<file path="src/shared/ccc_pkg.sv">
package ccc_pkg;
    // Chain geometry
    localparam int RLC_LEN = 367;
    localparam int RLC_USED = 304;
    localparam int WMC_LEN = 36;
    localparam int ERC_LEN = 60;
    localparam int PORT_W = 6;
    // Privileged register selects
    localparam logic [1:0] SEL_DATA_PORT = 2'h1;
    localparam logic [1:0] SEL_SHIFT_TRIG = 2'h2;
    localparam int TRIG_BIT = 0;
    // Field positions in the held reset-loaded chain (LSB index)
    localparam int POS_VICTIM_THRESH = 3;
    localparam int POS_BARRIER_EN = 25;
    localparam int POS_ACK_LIMIT = 26;
    localparam int POS_VIC_LIMIT = 31;
    localparam int POS_WR_WR_GAP = 35;
    localparam int POS_RD_WR_GAP = 36;
    localparam int POS_RD_RD_GAP = 42;
    localparam int POS_WR_RD_GAP = 44;
    localparam int POS_SPEC_REF_EN = 57;
    localparam int POS_PROBE_STALL = 60;
    localparam int POS_STORE_COND_EN = 118;
    localparam int POS_LW_CACHE = 119;
    localparam int POS_LW_CORE = 122;
    localparam int POS_FRAME_ALIGN = 127;
    localparam int POS_CACHE_FWD_DLY = 128;
    localparam int POS_CACHE_RX_PRESET = 136;
    localparam int POS_SYS_RX_PRESET = 142;
    localparam int POS_SYS_FWD_DLY = 144;
    localparam int POS_SYS_RATIO = 11;
    // System bus ratio one-hot codes
    localparam logic [3:0] RATIO_1P5 = 4'h1;
    localparam logic [3:0] RATIO_2P0 = 4'h2;
    localparam logic [3:0] RATIO_2P5 = 4'h4;
    localparam logic [3:0] RATIO_3P0 = 4'h8;
    typedef enum logic [2:0] {
        CCC_IDLE = 3'b001,
        CCC_LOAD = 3'b010,
        CCC_DONE = 3'b100
    } ccc_state_t;
endpackage : ccc_pkg

</file>
<file path="src/rtl/ccc_config_chains.sv">
`timescale 1ns/1ns
// Notes on behaviour
// - Reset-loaded chain spans 367 positions, 304 of them carry configuration.
// - After self test, 367 boot ROM bits shift in, most significant first.
// - Unused positions fall out the far end; only used bits are held.
// - 36-bit write-many chain takes six bits per retired data port write.
// - 60-bit error chain loses six bits per trigger write, destructively.
// - Data port write stages six bits; shifted in only at retire.
// - After a trigger, data port read returns the six bits moved there.
// - Writing one to trigger bit 0 moves six error bits to data port.
// - Multibit fields MSB to LSB; field LSB sits first in chain.
// - Decoded eight-bit victim threshold; streaming only at counts whose bit is set, max six.
// - System bus ratio one-hot: 1.5X, 2.0X, 2.5X, 3.0X.
// - Cache write data delay in cache clocks; index delay in core clocks.
// - Programmed idle gaps between cache transactions of each pairing.
// - Frame-align bit starts cache transactions on A-phase rising edges.
// - System forwarded clock delayed 0 to 2 phases by two-bit field.
// - Cache forwarded clock delay codes give 0, 0, 1, 2 phases.
// - Forwarded clock edges enabled from the first clock after reset; presets seed receive unload pointers.
// - Enables gate speculative refs, store-conditional pins, off-chip barriers.
// - Limits on outstanding acknowledgements (5 bits) and victims (3 bits).
module ccc_config_chains import ccc_pkg::*; #(
    parameter int RLC_BITS = RLC_LEN
) (
    input wire logic MCLK_IN,
    input wire logic RST_IN,
    input wire logic BUILT_IN_SELF_TEST_DONE_IN,
    input wire logic ROM_BIT_IN,
    input wire logic ROM_VALID_IN,
    input wire logic PRIV_WR_IN,
    input wire logic PRIV_RD_IN,
    input wire logic [1:0] PRIV_SEL_IN,
    input wire logic [63:0] PRIV_WDATA_IN,
    input wire logic RETIRE_IN,
    input wire logic ERR_LOAD_IN,
    input wire logic [ERC_LEN-1:0] ERR_DATA_IN,
    input wire logic [3:0] VICTIM_COUNT_IN,
    output logic ROM_REQ_OUT,
    output logic LOAD_DONE_OUT,
    output logic [63:0] PRIV_RDATA_OUT,
    output logic [WMC_LEN-1:0] MANY_CHAIN_OUT,
    output logic [RLC_USED-1:0] ONCE_CHAIN_OUT,
    output logic VICTIM_STREAM_OUT,
    output logic [3:0] SYS_RATIO_OUT,
    output logic [2:0] SYS_RATIO_IDX_OUT,
    output logic PROBE_STALL_OUT,
    output logic [2:0] LATE_WRITE_CACHE_OUT,
    output logic [1:0] LATE_WRITE_CORE_OUT,
    output logic WR_WR_GAP_OUT,
    output logic [5:0] RD_WR_GAP_OUT,
    output logic RD_RD_GAP_OUT,
    output logic [3:0] WR_RD_GAP_OUT,
    output logic FRAME_ALIGN_OUT,
    output logic [1:0] SYS_FWD_PHASES_OUT,
    output logic [1:0] CACHE_FWD_PHASES_OUT,
    output logic FWD_RISE_EN_OUT,
    output logic FWD_FALL_EN_OUT,
    output logic [1:0] SYS_RX_PTR_OUT,
    output logic [1:0] CACHE_RX_PTR_OUT,
    output logic SPEC_REF_EN_OUT,
    output logic STORE_COND_EN_OUT,
    output logic BARRIER_EN_OUT,
    output logic [4:0] ACK_LIMIT_OUT,
    output logic [2:0] VIC_LIMIT_OUT
);
    ccc_state_t state;
    logic [8:0] bit_cnt;
    logic [RLC_USED-1:0] once_chain;
    logic [WMC_LEN-1:0] many_chain;
    logic [ERC_LEN-1:0] err_chain;
    logic [PORT_W-1:0] stage;
    logic stage_full;
    logic [PORT_W-1:0] port_data;
    logic wr_data;
    logic wr_trig;
    logic [7:0] thresh;
    logic [2:0] wc_idx;
    logic stream_hit;

    assign wr_data = PRIV_WR_IN && (PRIV_SEL_IN == SEL_DATA_PORT);
    assign wr_trig = PRIV_WR_IN && (PRIV_SEL_IN == SEL_SHIFT_TRIG) && PRIV_WDATA_IN[TRIG_BIT];

    // Boot ROM load sequencer
    always_ff @(posedge MCLK_IN or posedge RST_IN) begin
        if (RST_IN) begin
            state <= CCC_IDLE;
            bit_cnt <= 9'h000;
        end else begin
            unique case (state)
                CCC_IDLE: begin
                    if (BUILT_IN_SELF_TEST_DONE_IN) begin
                        state <= CCC_LOAD;
                    end
                end
                CCC_LOAD: begin
                    if (ROM_VALID_IN) begin
                        if (bit_cnt == 9'(RLC_BITS - 1)) begin
                            state <= CCC_DONE;
                        end
                        bit_cnt <= bit_cnt + 9'h001;
                    end
                end
                CCC_DONE: begin
                    state <= CCC_DONE;
                end
            endcase
        end
    end

    // Reset-loaded chain: bits enter at the top and move toward index 0,
    // so early surplus bits are pushed out of the low end
    always_ff @(posedge MCLK_IN or posedge RST_IN) begin
        if (RST_IN) begin
            once_chain <= '0;
        end else if (state == CCC_LOAD && ROM_VALID_IN) begin
            once_chain <= {ROM_BIT_IN, once_chain[RLC_USED-1:1]};
        end
    end

    // Software staging and write-many chain
    always_ff @(posedge MCLK_IN or posedge RST_IN) begin
        if (RST_IN) begin
            stage <= 6'h00;
            stage_full <= 1'b0;
            many_chain <= '0;
        end else begin
            if (stage_full && RETIRE_IN) begin
                many_chain <= {stage, many_chain[WMC_LEN-1:PORT_W]};
            end
            if (wr_data) begin
                stage <= PRIV_WDATA_IN[PORT_W-1:0];
                stage_full <= 1'b1;
            end else if (RETIRE_IN) begin
                stage_full <= 1'b0;
            end
        end
    end

    // Error chain, destructive readout
    always_ff @(posedge MCLK_IN or posedge RST_IN) begin
        if (RST_IN) begin
            err_chain <= '0;
            port_data <= 6'h00;
        end else if (wr_trig) begin
            port_data <= err_chain[PORT_W-1:0];
            err_chain <= {6'h00, err_chain[ERC_LEN-1:PORT_W]};
        end else if (ERR_LOAD_IN) begin
            err_chain <= ERR_DATA_IN;
        end
    end

    always_ff @(posedge MCLK_IN or posedge RST_IN) begin
        if (RST_IN) begin
            PRIV_RDATA_OUT <= 64'h0;
        end else if (PRIV_RD_IN && PRIV_SEL_IN == SEL_DATA_PORT) begin
            PRIV_RDATA_OUT <= {58'h0, port_data};
        end else begin
            PRIV_RDATA_OUT <= 64'h0;
        end
    end

    assign thresh = once_chain[POS_VICTIM_THRESH +: 8];
    // One-hot ratio to index 0..3, 4 for an illegal code
    always_comb begin
        unique case (once_chain[POS_SYS_RATIO +: 4])
            RATIO_1P5: wc_idx = 3'h0;
            RATIO_2P0: wc_idx = 3'h1;
            RATIO_2P5: wc_idx = 3'h2;
            RATIO_3P0: wc_idx = 3'h3;
            default: wc_idx = 3'h4;
        endcase
    end

    // Decodes mirror the held chain; duplicated fields are the loader's concern
    // Decoded threshold: bit n set means stream at n+1 victims, for bits 0 to 5
    always_comb begin
        stream_hit = 1'b0;
        if (VICTIM_COUNT_IN != 4'h0 && VICTIM_COUNT_IN <= 4'h6) begin
            stream_hit = thresh[3'(VICTIM_COUNT_IN - 4'h1)];
        end
    end

    // Load status toward the boot ROM
    always_ff @(posedge MCLK_IN or posedge RST_IN) begin
        if (RST_IN) begin
            ROM_REQ_OUT <= 1'b0;
            LOAD_DONE_OUT <= 1'b0;
        end else begin
            // Drop the request on the last bit so no extra bit is pulled
            ROM_REQ_OUT <= (state == CCC_LOAD)
                && !(ROM_VALID_IN && bit_cnt == 9'(RLC_BITS - 1));
            LOAD_DONE_OUT <= (state == CCC_DONE);
        end
    end

    // Chain images
    always_ff @(posedge MCLK_IN or posedge RST_IN) begin
        if (RST_IN) begin
            MANY_CHAIN_OUT <= '0;
            ONCE_CHAIN_OUT <= '0;
        end else begin
            MANY_CHAIN_OUT <= many_chain;
            // Held chain only moves during the load
            ONCE_CHAIN_OUT <= once_chain;
        end
    end

    // Victim streaming, only once the configuration is loaded
    always_ff @(posedge MCLK_IN or posedge RST_IN) begin
        if (RST_IN) begin
            VICTIM_STREAM_OUT <= 1'b0;
        end else begin
            VICTIM_STREAM_OUT <= (state == CCC_DONE) && stream_hit;
        end
    end

    // System bus ratio, raw and as an index
    always_ff @(posedge MCLK_IN or posedge RST_IN) begin
        if (RST_IN) begin
            SYS_RATIO_OUT <= 4'h0;
            SYS_RATIO_IDX_OUT <= 3'h0;
        end else begin
            SYS_RATIO_OUT <= once_chain[POS_SYS_RATIO +: 4];
            SYS_RATIO_IDX_OUT <= wc_idx;
        end
    end

    // Cache write timing
    always_ff @(posedge MCLK_IN or posedge RST_IN) begin
        if (RST_IN) begin
            PROBE_STALL_OUT <= 1'b0;
            LATE_WRITE_CACHE_OUT <= 3'h0;
            LATE_WRITE_CORE_OUT <= 2'h0;
        end else begin
            // Counts are taken as loaded; the upper flag is set by the loader
            PROBE_STALL_OUT <= once_chain[POS_PROBE_STALL];
            LATE_WRITE_CACHE_OUT <= once_chain[POS_LW_CACHE +: 3];
            LATE_WRITE_CORE_OUT <= once_chain[POS_LW_CORE +: 2];
        end
    end

    // Idle gaps and transaction alignment
    always_ff @(posedge MCLK_IN or posedge RST_IN) begin
        if (RST_IN) begin
            WR_WR_GAP_OUT <= 1'b0;
            RD_WR_GAP_OUT <= 6'h00;
            RD_RD_GAP_OUT <= 1'b0;
            WR_RD_GAP_OUT <= 4'h0;
            FRAME_ALIGN_OUT <= 1'b0;
        end else begin
            // Gap counts are in core clock cycles
            WR_WR_GAP_OUT <= once_chain[POS_WR_WR_GAP];
            RD_WR_GAP_OUT <= once_chain[POS_RD_WR_GAP +: 6];
            RD_RD_GAP_OUT <= once_chain[POS_RD_RD_GAP];
            WR_RD_GAP_OUT <= once_chain[POS_WR_RD_GAP +: 4];
            FRAME_ALIGN_OUT <= once_chain[POS_FRAME_ALIGN];
        end
    end

    // Forwarded clock controls
    always_ff @(posedge MCLK_IN or posedge RST_IN) begin
        if (RST_IN) begin
            SYS_FWD_PHASES_OUT <= 2'h0;
            CACHE_FWD_PHASES_OUT <= 2'h0;
            FWD_RISE_EN_OUT <= 1'b0;
            FWD_FALL_EN_OUT <= 1'b0;
            SYS_RX_PTR_OUT <= 2'h0;
            CACHE_RX_PTR_OUT <= 2'h0;
        end else begin
            // Code 3 clamps to the two-phase maximum
            SYS_FWD_PHASES_OUT <= (once_chain[POS_SYS_FWD_DLY +: 2] == 2'h3) ? 2'h2
                : once_chain[POS_SYS_FWD_DLY +: 2];
            CACHE_FWD_PHASES_OUT <= (once_chain[POS_CACHE_FWD_DLY +: 2] == 2'h0) ? 2'h0
                : 2'(once_chain[POS_CACHE_FWD_DLY +: 2] - 2'h1);
            FWD_RISE_EN_OUT <= 1'b1;
            FWD_FALL_EN_OUT <= 1'b1;
            SYS_RX_PTR_OUT <= once_chain[POS_SYS_RX_PRESET +: 2];
            CACHE_RX_PTR_OUT <= once_chain[POS_CACHE_RX_PRESET +: 2];
        end
    end

    // Enables and outstanding limits
    always_ff @(posedge MCLK_IN or posedge RST_IN) begin
        if (RST_IN) begin
            SPEC_REF_EN_OUT <= 1'b0;
            STORE_COND_EN_OUT <= 1'b0;
            BARRIER_EN_OUT <= 1'b0;
            ACK_LIMIT_OUT <= 5'h00;
            VIC_LIMIT_OUT <= 3'h0;
        end else begin
            SPEC_REF_EN_OUT <= once_chain[POS_SPEC_REF_EN];
            STORE_COND_EN_OUT <= once_chain[POS_STORE_COND_EN];
            BARRIER_EN_OUT <= once_chain[POS_BARRIER_EN];
            ACK_LIMIT_OUT <= once_chain[POS_ACK_LIMIT +: 5];
            VIC_LIMIT_OUT <= once_chain[POS_VIC_LIMIT +: 3];
        end
    end
endmodule : ccc_config_chains

</file>
<file path="config.mk">
export PLATFORM = sky130hd
export DESIGN_NAME = ccc_config_chains
export DESIGN_NICKNAME = d
export VERILOG_FILES = /design/src/shared/ccc_pkg.sv /design/src/rtl/ccc_config_chains.sv
export SDC_FILE = /design/constraint.sdc
export NUM_CORES = 1
export LEC_CHECK = 0
export ABC_AREA = 1
export BUFFER_PORTS_ARGS = -buffer_cell sky130_fd_sc_hd__buf_4
export CORE_AREA = 2 2 233 235
export DETAILED_ROUTE_END_ITERATION = 12
export DIE_AREA = 0 0 235 237
export GPL_TIMING_DRIVEN = 1
export PLACE_DENSITY = 0.81
export SETUP_SLACK_MARGIN = 0.4
export SLEW_MARGIN = 20
export SYNTH_ARGS = -nofsm -noshare
export SYNTH_HDL_FRONTEND = slang
export SYNTH_SLANG_ARGS = --single-unit
</file>
<file path="constraint.sdc">
create_clock -name MCLK_IN -period 31.3 [get_ports MCLK_IN]
set_input_delay 0 -clock MCLK_IN [delete_from_list [all_inputs] [get_ports MCLK_IN]]
set_output_delay 0 -clock MCLK_IN [all_outputs]
set_load 0.05 [all_outputs]
</file>
==> results.cfg <==
[clock_network]
cts_tree = done
clk_latency_ns = 0.62
cts.reportedPaths.clkPinSlew_ns = 0.06
cts_sinks = 782
clockRootBuffer = clkbuf_16
numCtsBuffers = 76
cts_setup_buffers = 0
htreeDepth = 3
clock_path_buffers = 3
cts_resized = 0

[placement]
placed_area_um2 = 29900
place.gp.congestion = 0.825
post-place-ws_ns = 26.68
port_buffers = 476
dp.final_hpwl_mm = 37.9

[sta]
finalHoldViolations = 0
rsz0062_at_grt = no
fmax_ghz = 0.267
setup_violations = 0
max_slew_margin_pct = 29.1
tightest_slew_ns = 1.06
period_needed_ns = 3.75
period_share_pct = 12.0
finalMaxSlewViolations = 0
layout_setup_ws_ns = 27.55
tns_ns = 0
clock_skew_ns = 0.0208

[outcome]
status = complete, no violations

[detailed_routing]
postRouteAntennaNets = 0
viasPerCell = 5.13
drc = 0
via_count = 18100
dr.pass1.iters = 6
wl_per_cell_um = 18.6
drt_iter0_drc = 1647
wl_mm = 65.6

[floorplanning]
core_region_area_um2 = 53300
die_h_um = 237
dieArea_um2 = 55700
start_util_pct = 49.2
die_w_um = 235
pin_count = 593
fp-row-count = 85

[finish]
area_delta_synth_final_pct = 29.0
drive_above_1_share_pct = 22.8
nets = 2915
final_common_cell = dfrtp_1
most-common-layout-cells = dfrtp_1 (781), nand2_1 (490), buf_4 (486)
utilization_pct = 63.5
fin_area_um2 = 33800

[power_and_ir_drop]
p_total_w = 0.00292
peakVddDrop_v = 0.0000603
powerDensity_nw_per_um2 = 86.4
leakage_nw = 17.0

[synth]
ys_seq_area_share_pct = 74.6
yosysTopAreaCellShare_pct = 74.5
synthTopCellsByArea = dfrtp_1 (74%), nand2_1 (7.0%), o21ai_0 (5.5%)
syn_avg_cell_area_um2 = 11.9
yosys_warnings = 0
ys_seq_elements = 782
syn_area_um2 = 26200
netlist_instances = 2196
yosysTopAreaCell = dfrtp_1
ys_types = 24

[setup_path]
startpoint_type = input port
rr_worst_depth = 7
path_class = in2async
critPathArrivalTime_ns = 4.40
critPathLaunch = RST_IN
worst_ep_required_time_ns = 31.95
r2r-start = state[2]
crit_fanout = 130
r2r-end = once_chain[48]
reg2reg_slack_ns = 28.36
end_kind = async pin

[grt]
grt_pass1_wl_mm = 104
track_usage_pct = 23.5
grt_max_degree = 195
met3_usage_pct = 6.54
gr-usage-met2_pct = 40.5
busiest_layer = met2
grt_use_met1_pct = 27.0
antenna_found_initial = 4
first_global_vias = 18900
overflow = 0

[min_path]
worstHoldPathType = in2reg
min_path_cells = 5
hp-start = PRIV_SEL_IN[0]
min_to = port_data[2]

[flow_run]
drv_cap = 0
[cells by family (layout without fill, tap and decap cells)]
logic type,after synthesis,after routing,share of synthesized area [%]
and+or+nand+nor,653,653,10.1
DFF,782,782,74.6
other,2,64,0.0286
adders and majority gates,5,5,0.238
muxes,30,30,1.29
buffers and inverters,386,960,7.21
AOI/OAI and AO/OA,336,336,6.43
xor gates and xnor gates,2,2,0.0668
[registers in the layout, indices dropped and copies added, names as in the netlist, 2 cells and up]
register / flops
once_chain: 304
ONCE_CHAIN_OUT: 282
err_chain: 60
MANY_CHAIN_OUT: 36
many_chain: 36
bit_cnt: 9
PRIV_RDATA_OUT: 6
port_data: 6
stage: 6
RD_WR_GAP_OUT: 5
ACK_LIMIT_OUT: 4
SYS_RATIO_IDX_OUT: 3
SYS_RATIO_OUT: 3
WR_RD_GAP_OUT: 3
state: 3
CACHE_FWD_PHASES_OUT: 2
LATE_WRITE_CACHE_OUT: 2
SYS_FWD_PHASES_OUT: 2
VIC_LIMIT_OUT: 2
[how the worst max path moves through the flow]
stage | to | depth (start not counted)
floorplan | ACK_LIMIT_OUT[0] | 1
global placement | MANY_CHAIN_OUT[2] | 6
detailed placement | ONCE_CHAIN_OUT[24] | 6
CTS | ONCE_CHAIN_OUT[134] | 7
global route | ONCE_CHAIN_OUT[24] | 7
finish | ONCE_CHAIN_OUT[174] | 7
[layout make-up]
type                            instances  area, um2
Timing Repair Buffer                  635       5170
Antenna cell                            5       12.5
Sequential cell                       782      19600
Clock inverter                         21        245
Inverter                              191        724
Clock buffer                          113       2230
Tap cell                              696        871
Fill cell                            3682      19400
Multi-Input combinational cell       1085       5010
[report_power, final]
| group | internal [W] | total (W) | switching [W] |
|---|---|---|---|
| Combinational | 0.000193 | 0.000713 | 0.000520 |
| Sequential | 0.00120 | 0.00131 | 0.000115 |
| Clock | 0.000516 | 0.000900 | 0.000384 |
[metrics by stage]
| step | instances | hold WS, ns |
|---|---|---|
| floorplan | 2253 | 0.107 |
| global placement | 3244 | 0.215 |
| detailed placement | 3244 | 0.227 |
| CTS | 3522 | 0.0524 |
| global route | 3527 | 0.133 |
| finish | 3528 | 0.133 |
[cells in the mapped netlist (all sizes together)]
| cell type | number |
|---|---|
| inv | 191 |
| dfstp | 1 |
| o21ai | 319 |
| a21oi | 15 |
| ha | 5 |
| dfrtp | 781 |
| nand3 | 123 |
| mux2 | 30 |
| buf | 138 |
| nand4 | 2 |
| clkbuf | 57 |
| nor3 | 3 |
| conb | 2 |
| nand2 | 492 |
| nor2 | 29 |
| o31ai | 2 |
| nand3b | 4 |
| xor2 | 2 |
[worst max-delay path, cell delays in order]
cell           delay, ns
dlygate4sd3_1       0.54
buf_4               0.15
inv_8               0.58
buf_4               0.86
buf_6               0.68
buf_4               0.70
buf_6               0.68
[layer usage]
layer | up-vias | wire length, um
li1 | 7939 | -
met1 | 9065 | 23400
met2 | 844 | 34000
met3 | 240 | 4910
met4 | 0 | 3350
met5 | - | 0
[timing repair]
item / in CTS / in global routing
hold buffers: 144 / 0
setup endpoints to repair: 0 / 0
hold endpoints to repair: 205 / 0
Note: power is estimated with default switching activity, not from simulation.
